## src/logic/cpx_pkg.sv

```systemverilog
// Purpose: Shared constants and types for the crosspoint config bank
// Assumes: Byte-wide registers on a byte register port
// Notes:   Offsets are the byte offsets of the register port
package cpx_pkg;

    localparam logic [7:0] OFS_MODE     = 8'h0A;
    localparam logic [7:0] OFS_TXSHAPE  = 8'h0B;
    localparam logic [7:0] OFS_EQ01     = 8'h10;
    localparam logic [7:0] OFS_EQ23     = 8'h11;
    localparam logic [7:0] OFS_SNOOP    = 8'h12;
    localparam logic [7:0] OFS_LANE_EN  = 8'h13;
    localparam logic [7:0] OFS_AEQ_A    = 8'h1C;
    localparam logic [7:0] OFS_AEQ_B    = 8'h1D;
    localparam logic [7:0] OFS_ADAPTIVE_EQ_LONG_CHANNEL = 8'h1E;
    localparam logic [7:0] OFS_CONN_EQ  = 8'h20;
    localparam logic [7:0] OFS_SUPERSPEED_TX_INPUT_EQUALIZER    = 8'h21;
    localparam logic [7:0] OFS_USB_MISC = 8'h22;
    localparam logic [7:0] OFS_USB_STAT = 8'h24;
    localparam logic [7:0] OFS_VOD      = 8'h32;
    localparam logic [7:0] OFS_AEQ_RES  = 8'h3B;

    // Plain read/write registers, index order of misc storage
    localparam int NUM_MISC = 8;
    localparam logic [NUM_MISC-1:0][7:0] MISC_OFS = {
        OFS_VOD, OFS_USB_MISC, OFS_SUPERSPEED_TX_INPUT_EQUALIZER, OFS_CONN_EQ,
        OFS_ADAPTIVE_EQ_LONG_CHANNEL, OFS_AEQ_B, OFS_AEQ_A, OFS_LANE_EN
    };

    // Field positions of the mode register
    localparam int BIT_LIMIT    = 7;
    localparam int BIT_HP_SWAP  = 5;
    localparam int BIT_EQ_SRC   = 4;
    localparam int BIT_HP_FORCE = 3;
    localparam int BIT_FLIP     = 2;
    localparam int MODE_LSB     = 0;

    localparam logic [7:0] RST_MODE     = 8'h01;
    localparam logic [7:0] RST_TXSHAPE  = 8'h6C;
    localparam logic [7:0] RST_ZERO     = 8'h00;
    localparam logic [7:0] MASK_MODE    = 8'hBF;
    localparam logic [7:0] MASK_TXSHAPE = 8'hFC;
    localparam logic [3:0] LANES_NONE   = 4'h0;
    localparam logic [3:0] LANES_PAIR   = 4'h3;
    localparam logic [3:0] LANES_ALL    = 4'hF;

    typedef enum logic [1:0] {
        MODE_OFF,
        MODE_USB,
        MODE_DISP4,
        MODE_USB_DISP2
    } cpx_mode_e;

    typedef struct packed {
        logic      receive_pair_limiting_select;
        logic      rsvd;
        logic      hotplug_pin_swap;
        logic      equalizer_source_select;
        logic      hotplug_force_high;
        logic      flip;
        cpx_mode_e operating_mode_select;
    } cpx_mode_reg_s;

    typedef struct packed {
        logic       rsvd;
        logic [1:0] power_state;
        logic [4:0] lane_count;
    } cpx_snoop_s;

    typedef struct packed {
        logic       usb_enable;
        logic [3:0] disp_lane_en;
        logic       flip;
        logic       receive_pair_limiting_select;
        logic       hotplug_input_signal;
    } cpx_path_s;

endpackage

```

## src/logic/cpx_config_regs.sv

```systemverilog
// Purpose: Mode and orientation configuration bank of the crosspoint
// Assumes: Register port and status inputs are on clk_sys_i
// Notes:   Read data appears one clock after the read strobe
`timescale 1ns/1ps
module cpx_config_regs #(
    parameter logic [7:0] MISC_RESET  = 8'h00,
    parameter int         SYNC_STAGES = 2,
    parameter int         EQ_CODE_W   = 4
) (
    input  wire logic                      clk_sys_i,
    input  wire logic                      nrst_i,
    input  wire logic [7:0]                reg_addr_i,
    input  wire logic [7:0]                reg_wdata_i,
    input  wire logic                      reg_wr_i,
    input  wire logic                      reg_rd_i,
    output logic      [7:0]                reg_rdata_o,
    input  wire logic [1:0]                hotplug_input_i,
    input  wire logic [EQ_CODE_W-1:0]      display_equalizer_pins_i,
    input  wire logic                      snoop_update_i,
    input  wire logic [1:0]                snoop_power_state_i,
    input  wire logic [4:0]                snoop_lane_count_i,
    input  wire logic [7:0]                usb_state_i,
    input  wire logic [7:0]                adaptive_equalization_result_i,
    output cpx_pkg::cpx_path_s             path_o,
    output logic      [3:0][EQ_CODE_W-1:0] lane_eq_o,
    output logic      [7:0]                tx_shaping_o,
    output logic [cpx_pkg::NUM_MISC-1:0][7:0] misc_o
);
    if (EQ_CODE_W != 4)
    begin : g_chk
        $error("EQ_CODE_W must be 4 to fill the lane EQ fields");
    end

    localparam int NM = cpx_pkg::NUM_MISC;

    typedef struct packed {
        cpx_pkg::cpx_mode_reg_s      mode;
        logic [7:0]                  tx_shape;
        logic [3:0][EQ_CODE_W-1:0]   eq_sw;
        cpx_pkg::cpx_snoop_s         snoop;
        logic [NM-1:0][7:0]          misc;
        logic [7:0]                  usb_stat;
        logic [7:0]                  aeq_res;
        logic [7:0]                  rdata;
        cpx_pkg::cpx_path_s          path;
        logic [3:0][EQ_CODE_W-1:0]   lane_eq;
    } cpx_state_s;

    cpx_state_s                st;
    cpx_state_s                next_st;
    logic [1:0]                hp_sync;
    logic [EQ_CODE_W-1:0]      eq_pins_sync;
    logic [3:0][EQ_CODE_W-1:0] lane_eff;
    logic                      hp_pin;
    logic                      upper_fall;

    // Pins are asynchronous to the register clock
    cpx_sync #(
        .W      (2),
        .STAGES (SYNC_STAGES)
    ) u_hp_sync (
        .clk_sys_i (clk_sys_i),
        .nrst_i    (nrst_i),
        .d_i       (hotplug_input_i),
        .q_o       (hp_sync)
    );

    cpx_sync #(
        .W      (EQ_CODE_W),
        .STAGES (SYNC_STAGES)
    ) u_eq_sync (
        .clk_sys_i (clk_sys_i),
        .nrst_i    (nrst_i),
        .d_i       (display_equalizer_pins_i),
        .q_o       (eq_pins_sync)
    );

    cpx_lane_eq #(
        .LANES  (4),
        .CODE_W (EQ_CODE_W)
    ) u_lane_eq (
        .src_sel_i (st.mode.equalizer_source_select),
        .sampled_i (eq_pins_sync),
        .sw_i      (st.eq_sw),
        .eff_o     (lane_eff)
    );

    always_comb
    begin
        next_st = st;
        hp_pin = 1'b0;
        upper_fall = 1'b0;

        // Status mirrors follow internal engines every clock
        next_st.usb_stat = usb_state_i;
        next_st.aeq_res  = adaptive_equalization_result_i;

        // Register writes
        if (reg_wr_i)
        begin
            if (reg_addr_i == cpx_pkg::OFS_MODE)
            begin
                // Reserved bit 6 masked off
                next_st.mode = cpx_pkg::cpx_mode_reg_s'(
                    reg_wdata_i & cpx_pkg::MASK_MODE);
            end
            else if (reg_addr_i == cpx_pkg::OFS_TXSHAPE)
            begin
                next_st.tx_shape =
                    reg_wdata_i & cpx_pkg::MASK_TXSHAPE;
            end
            else if (reg_addr_i == cpx_pkg::OFS_EQ01)
            begin
                // Writes only land while registers own the setting
                if (st.mode.equalizer_source_select)
                begin
                    next_st.eq_sw[1] = reg_wdata_i[7:4];
                    next_st.eq_sw[0] = reg_wdata_i[3:0];
                end
            end
            else if (reg_addr_i == cpx_pkg::OFS_EQ23)
            begin
                if (st.mode.equalizer_source_select)
                begin
                    next_st.eq_sw[3] = reg_wdata_i[7:4];
                    next_st.eq_sw[2] = reg_wdata_i[3:0];
                end
            end
            else
            begin
                // Read-only and unlisted offsets fall through here
                for (int i = 0; i < NM; i++)
                begin
                    if (reg_addr_i == cpx_pkg::MISC_OFS[i])
                        next_st.misc[i] = reg_wdata_i;
                end
            end
        end

        // Snoop status: clear on upper mode bit falling, update wins
        upper_fall = st.mode.operating_mode_select[1] &
                     ~next_st.mode.operating_mode_select[1];
        if (upper_fall)
            next_st.snoop = '0;
        if (snoop_update_i)
        begin
            next_st.snoop.power_state = snoop_power_state_i;
            next_st.snoop.lane_count  = snoop_lane_count_i;
        end

        // Datapath control from the current mode
        case (st.mode.operating_mode_select)
            cpx_pkg::MODE_OFF:
            begin
                next_st.path.usb_enable   = 1'b0;
                next_st.path.disp_lane_en = cpx_pkg::LANES_NONE;
            end
            cpx_pkg::MODE_USB:
            begin
                next_st.path.usb_enable   = 1'b1;
                next_st.path.disp_lane_en = cpx_pkg::LANES_NONE;
            end
            cpx_pkg::MODE_DISP4:
            begin
                next_st.path.usb_enable   = 1'b0;
                next_st.path.disp_lane_en = cpx_pkg::LANES_ALL;
            end
            default:
            begin
                next_st.path.usb_enable   = 1'b1;
                next_st.path.disp_lane_en = cpx_pkg::LANES_PAIR;
            end
        endcase
        next_st.path.flip = st.mode.flip;
        next_st.path.receive_pair_limiting_select =
            st.mode.receive_pair_limiting_select;

        // Hot-plug source and override
        hp_pin = st.mode.hotplug_pin_swap ? hp_sync[1] : hp_sync[0];
        next_st.path.hotplug_input_signal =
            st.mode.hotplug_force_high | hp_pin;

        // Lane EQ is registered so outputs come from flops
        next_st.lane_eq = lane_eff;

        // Read data holds until the next read strobe
        if (reg_rd_i)
        begin
            if (reg_addr_i == cpx_pkg::OFS_MODE)
                next_st.rdata = st.mode;
            else if (reg_addr_i == cpx_pkg::OFS_TXSHAPE)
                next_st.rdata = st.tx_shape;
            else if (reg_addr_i == cpx_pkg::OFS_EQ01)
                next_st.rdata = {lane_eff[1], lane_eff[0]};
            else if (reg_addr_i == cpx_pkg::OFS_EQ23)
                next_st.rdata = {lane_eff[3], lane_eff[2]};
            else if (reg_addr_i == cpx_pkg::OFS_SNOOP)
                next_st.rdata = st.snoop;
            else if (reg_addr_i == cpx_pkg::OFS_USB_STAT)
                next_st.rdata = st.usb_stat;
            else if (reg_addr_i == cpx_pkg::OFS_AEQ_RES)
                next_st.rdata = st.aeq_res;
            else
            begin
                next_st.rdata = cpx_pkg::RST_ZERO;
                for (int i = 0; i < NM; i++)
                begin
                    if (reg_addr_i == cpx_pkg::MISC_OFS[i])
                        next_st.rdata = st.misc[i];
                end
            end
        end
    end

    always_ff @(posedge clk_sys_i)
    begin
        if (!nrst_i)
        begin
            st                 <= '0;
            st.mode            <= cpx_pkg::cpx_mode_reg_s'(cpx_pkg::RST_MODE);
            st.tx_shape        <= cpx_pkg::RST_TXSHAPE;
            st.misc            <= {NM{MISC_RESET}};
            // Matches the reset mode so the path is sane at once
            st.path.usb_enable <= 1'b1;
        end
        else
        begin
            st <= next_st;
        end
    end

    assign reg_rdata_o  = st.rdata;
    assign path_o       = st.path;
    assign lane_eq_o    = st.lane_eq;
    assign tx_shaping_o = st.tx_shape;
    assign misc_o       = st.misc;
endmodule

```

## src/logic/cpx_lane_eq.sv

```systemverilog
// Purpose: Per-lane receive equalizer source selection
// Assumes: One sampled pin code is shared by every lane
// Notes:   Purely combinational; caller registers the result
`timescale 1ns/1ps
module cpx_lane_eq #(
    parameter int LANES  = 4,
    parameter int CODE_W = 4
) (
    input  wire logic                         src_sel_i,
    input  wire logic [CODE_W-1:0]            sampled_i,
    input  wire logic [LANES-1:0][CODE_W-1:0] sw_i,
    output logic      [LANES-1:0][CODE_W-1:0] eff_o
);
    if (LANES < 1 || CODE_W < 1)
    begin : g_chk
        $error("cpx_lane_eq needs LANES >= 1 and CODE_W >= 1");
    end

    for (genvar i = 0; i < LANES; i++)
    begin : g_lane
        // Pins rule until software takes over
        assign eff_o[i] = src_sel_i ? sw_i[i] : sampled_i;
    end
endmodule

```

## src/logic/cpx_sync.sv

```systemverilog
// Purpose: Multi-stage synchroniser for pin inputs
// Assumes: Inputs are asynchronous to clk_sys_i
// Notes:   Only the last stage leaves the module
`timescale 1ns/1ps
module cpx_sync #(
    parameter int W      = 1,
    parameter int STAGES = 2
) (
    input  wire logic         clk_sys_i,
    input  wire logic         nrst_i,
    input  wire logic [W-1:0] d_i,
    output logic      [W-1:0] q_o
);
    if (STAGES < 2 || W < 1)
    begin : g_chk
        $error("cpx_sync needs STAGES >= 2 and W >= 1");
    end

    typedef struct packed {
        logic [STAGES-1:0][W-1:0] chain;
    } cpx_sync_s;

    cpx_sync_s st;
    cpx_sync_s next_st;

    always_comb
    begin
        next_st = st;
        next_st.chain = {st.chain[STAGES-2:0], d_i};
    end

    always_ff @(posedge clk_sys_i)
    begin
        if (!nrst_i)
            st <= '0;
        else
            st <= next_st;
    end

    assign q_o = st.chain[STAGES-1];
endmodule

```

## config.mk

```make
export PLATFORM = sky130hd
export DESIGN_NAME = cpx_config_regs
export DESIGN_NICKNAME = d
export VERILOG_FILES = /design/src/logic/cpx_pkg.sv /design/src/logic/cpx_config_regs.sv /design/src/logic/cpx_lane_eq.sv /design/src/logic/cpx_sync.sv
export SDC_FILE = /design/constraint.sdc
export NUM_CORES = 1
export LEC_CHECK = 0
export BUFFER_PORTS_ARGS = -buffer_cell sky130_fd_sc_hd__buf_2
export CAP_MARGIN = 5
export CORE_MARGIN = 2
export CORE_UTILIZATION = 50
export DETAILED_ROUTE_END_ITERATION = 16
export GPL_TIMING_DRIVEN = 0
export PLACE_DENSITY_LB_ADDON = 0.3
export SLEW_MARGIN = 20
export SYNTH_ARGS = -nofsm -noshare
export SYNTH_HDL_FRONTEND = slang
export SYNTH_HIERARCHICAL = 1
export SYNTH_SLANG_ARGS = --single-unit
```

## constraint.sdc

```tcl
create_clock -name clk_sys_i -period 1.8 [get_ports clk_sys_i]
set_input_delay 0.18 -clock clk_sys_i [delete_from_list [all_inputs] [get_ports clk_sys_i]]
set_output_delay 0.18 -clock clk_sys_i [all_outputs]
set_load 0.005 [all_outputs]
```

==> load_flow_metrics.sql <==
INSERT INTO impl_metrics (metric_group, metric, value, unit) VALUES
('worst_setup_path', 'critical_path.startpoint_type', 'register', ''),
('worst_setup_path', 'path_cells', 'buf_12, mux2_4, mux2i_1, nor2_1, a21oi_2, o221ai_2, a221oi_2, nor3_1', ''),
('place', 'globalplace.congestion', '0.961', ''),
('sta', 'timing.final.crit_period', '1.82', 'ns'),
('logic_synthesis', 'synth_adder_area_share', '0', '%'),
('worst_setup_path', 'timing.critical_path.max_delay_family', 'compound AO/OA/AOI/OAI gates', ''),
('sta', 'maxSlewHeadroom', '37.7', '%'),
('cells_and_area', 'stdcell_count', '1321', ''),
('logic_synthesis', 'ys_async_sr_fraction', '0', '%'),
('place', 'dpl-instance-area', '9160', 'um2'),
('logic_synthesis', 'yosys_synthesis_warning_count', '6', ''),
('routing', 'detail-route-antenna-nets', '0', ''),
('logic_synthesis', 'post_synth_instance_area', '8050', 'um2'),
('power_and_ir_drop', 'irDropWorstVdd', '0.716', 'mV'),
('run_status', 'status', 'complete, but fails checks', ''),
('clock_network', 'clkLatencyLatePin', '0.43', 'ns'),
('logic_synthesis', 'synthFlopType', 'sky130_fd_sc_hd__dfxtp_1', ''),
('job', 'max_cap_violations', '0', ''),
('clock_network', 'cts_buffer_depth', '2', ''),
('worst_setup_path', 'cp_num_buf_inv', '1', ''),
('logic_synthesis', 'register_bit_total_from_synthesis', '158', ''),
('floorplan', 'core_outline_area', '15800', 'um2'),
('sta', 'timing_hold_violations_final', '0', ''),
('routing', 'detail_route.wl_per_cell', '19.0', 'um'),
('worst_hold_path', 'worst_hold_path_startpoint', 'snoop_power_state_i[0]', ''),
('place', 'numPortBuffers', '147', ''),
('logic_synthesis', 'synth_enable_flop_cells', '0', ''),
('power_and_ir_drop', 'cellLeakagePower', '4.50', 'nW'),
('grt', 'grt_antenna_before_repair', '0', ''),
('routing', 'detailroute.via_count', '7079', ''),
('worst_setup_path', 'crit_fanout', '7', ''),
('floorplan', 'floorplan.initialDensity', '50.9', '%'),
('place', 'placed_cells_incl_taps', '1255', ''),
('worst_setup_path', 'worstSetupPathType', 'register to register', ''),
('sta', 'rsz0062_at_grt', 'true', ''),
('grt', 'grt_max_degree', '17', ''),
('place', 'post-place-ws', '-0.665', 'ns'),
('clock_network', 'ctsHtreeMaxLevel', '4', ''),
('logic_synthesis', 'syn_inst', '891', ''),
('sta', 'timing.clock.skew', '0.00534', 'ns'),
('floorplan', 'chipHeight', '131', 'um'),
('cells_and_area', 'area.growth.synth_to_final', '26.5', '%'),
('worst_setup_path', 'critPathMaxStageDelay', '0.42', 'ns'),
('sta', 'maxClockFrequency', '549', 'MHz'),
('cells_and_area', 'design_area', '10200', 'um2'),
('worst_setup_path', 'end_kind', 'register', ''),
('sta', 'final_worst_slack', '-0.0205', 'ns'),
('logic_synthesis', 'synth_xor_xnor_area_share', '0', '%'),
('clock_network', 'cts_buffers', '17', ''),
('cells_and_area', 'layout-drive-gt1-share', '34.7', '%'),
('clock_network', 'tritoncts', 'yes', ''),
('routing', 'detail_route.first_pass.iterations', '5', ''),
('logic_synthesis', 'synth-compound-area-share', '14.4', '%'),
('grt', 'number_of_global_route_vias_before_repair', '6266', ''),
('worst_setup_path', 'setup.worst_path.start', 'st[148]$_SDFFE_PN0P_', ''),
('sta', 'setup_violations', '3', ''),
('sta', 'fin_worst_hold_slack', '0.0379', 'ns'),
('sta', 'post-route-period-util', '101', '%'),
('clock_network', 'cts-root-buf', 'sky130_fd_sc_hd__clkbuf_16', ''),
('worst_setup_path', 'timing.critical_path.required', '2.12', 'ns'),
('run_status', 'violations_in_the_final_reports', 'setup timing', ''),
('routing', 'drt_iter0_markers', '729', ''),
('floorplan', 'placementRows', '46', ''),
('grt', 'globalRouteTotalUtil', '29.0', '%'),
('logic_synthesis', 'synth_top_family_by_area', 'simple AND/OR/NAND/NOR gates', ''),
('floorplan', 'die_area', '17100', 'um2'),
('routing', 'post-route-drc-count', '0', ''),
('routing', 'wl', '25.2', 'mm'),
('clock_network', 'clk_transition_reported_paths', '0.06', 'ns'),
('place', 'post-dp-hpwl', '18.2', 'mm'),
('worst_setup_path', 'reg2reg_slack', '-0.02', 'ns');
==> layout by cell type (no fill, tap or decap), drive strengths merged, types with 3 or more instances in the layout <==
cell type / instances
o211ai: 10
nor2b: 63
o22ai: 5
dlygate4sd3: 22
a2bb2oi: 3
o22a: 3
clkinvlp: 4
mux2: 17
a211oi: 8
o2bb2ai: 6
or4b: 3
a21boi: 41
nor4b: 5
o221a: 4
a21oi: 18
nand4: 7
o32ai: 4
a31oi: 8
a22oi: 11
dfxtp: 158
nand2: 102
nor2: 29
nor3: 9
nand2b: 4
o221ai: 5
mux2i: 69
buf: 288
or3: 3
a221oi: 4
nor4: 5
and2: 50
inv: 8
nor3b: 3
o21ai: 24
clkbuf: 59
clkinv: 6
nand3: 18
==> synth_stat cells (3+ instances only) <==
cell / count / area (um2)
sky130_fd_sc_hd__buf_4: 107 / 803
sky130_fd_sc_hd__mux2_2: 7 / 78.8
sky130_fd_sc_hd__nand2b_1: 4 / 25.0
sky130_fd_sc_hd__nor2b_1: 63 / 394
sky130_fd_sc_hd__dfxtp_1: 158 / 3160
sky130_fd_sc_hd__and2_1: 50 / 313
sky130_fd_sc_hd__buf_1: 4 / 15.0
sky130_fd_sc_hd__nand3_1: 18 / 90.1
sky130_fd_sc_hd__mux2_4: 10 / 150
sky130_fd_sc_hd__nor4_1: 3 / 18.8
sky130_fd_sc_hd__a21oi_1: 18 / 90.1
sky130_fd_sc_hd__mux2i_1: 69 / 691
sky130_fd_sc_hd__nand4_1: 6 / 37.5
sky130_fd_sc_hd__o22a_1: 3 / 26.3
sky130_fd_sc_hd__o211ai_1: 10 / 75.1
sky130_fd_sc_hd__a2bb2oi_1: 3 / 26.3
sky130_fd_sc_hd__nor4b_1: 5 / 43.8
sky130_fd_sc_hd__o221ai_1: 5 / 43.8
sky130_fd_sc_hd__buf_6: 3 / 33.8
sky130_fd_sc_hd__o21ai_0: 24 / 120
sky130_fd_sc_hd__o2bb2ai_1: 6 / 52.6
sky130_fd_sc_hd__a211oi_2: 3 / 37.5
sky130_fd_sc_hd__or3_1: 3 / 18.8
sky130_fd_sc_hd__nand2_1: 101 / 379
sky130_fd_sc_hd__or4b_1: 3 / 30.0
sky130_fd_sc_hd__o22ai_1: 5 / 31.3
sky130_fd_sc_hd__a21boi_0: 40 / 300
sky130_fd_sc_hd__o32ai_1: 4 / 35.0
sky130_fd_sc_hd__a221oi_1: 4 / 35.0
sky130_fd_sc_hd__buf_2: 16 / 80.1
sky130_fd_sc_hd__nor2_1: 25 / 93.8
sky130_fd_sc_hd__nor3_1: 7 / 35.0
sky130_fd_sc_hd__clkbuf_1: 36 / 135
sky130_fd_sc_hd__nor3b_1: 3 / 22.5
sky130_fd_sc_hd__a22oi_1: 11 / 82.6
sky130_fd_sc_hd__inv_1: 8 / 30.0
sky130_fd_sc_hd__a211oi_1: 5 / 37.5
sky130_fd_sc_hd__a31oi_1: 8 / 50.1
==> metrics by stage <==
step	TNS (ns)	utilization [%]
floorplan	-0.250	-
global placement	-45.17	57.9
detailed placement	-46.05	57.9
CTS	-0.253	63.4
global route	-0.204	64.3
finish	-0.0220	64.3
==> area by class of cell <==
| class | count | area [um2] |
|---|---|---|
| buffer | 166 | 1130 |
| clock inverter | 11 | 97.6 |
| clock buffer | 19 | 433 |
| sequential | 158 | 3170 |
| fill | 1368 | 5640 |
| timing repair buffer | 184 | 1090 |
| multi-input combinational | 559 | 3960 |
| tap | 216 | 270 |
| inverter | 8 | 30.0 |
==> sequential cells by signal, indices dropped and copies added, names as in the netlist <==
name	cells
lane_eq_o	16
misc_o	64
next_st	2
path_o	6
reg_rdata_o	8
st	44
tx_shaping_o	6
u_eq_sync/next_st	4
u_eq_sync/q_o	4
u_hp_sync/next_st	2
u_hp_sync/q_o	2
==> cells by family after synthesis <==
family,after synthesis
AOI/OAI and AO/OA,161
other,1
and+or+nand+nor,310
muxes,86
DFF,158
buffers and inverters,175
==> where the power goes <==
group          internal [mW]  switching, mW
logic                  0.295          0.414
registers               3.56         0.0330
clock network           1.87           1.41
total                   5.73           1.86
==> metal layers <==
metal | track usage, % | part of all wire (%)
met2 | 43.5 | 44
met1 | 41.0 | 44
met4 | 12.0 | 2.6
met5 | 0 | 0
met3 | 5.74 | 9.3
==> worst paths after layout <==
path                                                     to  depth (start not counted)
worst max register to register  reg_rdata_o[2]$_SDFFE_PN0P_                          8
worst min register to register  u_eq_sync/q_o[1]$_SDFF_PN0_                          1
worst min-delay path                   st[117]$_SDFFE_PN0P_                          3
worst max-delay path            reg_rdata_o[2]$_SDFFE_PN0P_                          8
==> tightest hold or removal path: stages <==
cell                      delay (ns)
sky130_fd_sc_hd__buf_2          0.08
sky130_fd_sc_hd__a22oi_1        0.07
sky130_fd_sc_hd__nor2b_1        0.10
==> what timing repair did <==
item,CTS,global route
hold buffers,22,0
hold endpoints to repair,22,0
gates resized for setup,22,18
setup buffers,4,11
setup endpoints to repair,47,79
pin swaps,4,14
Note: power is estimated with default switching activity, not from simulation.
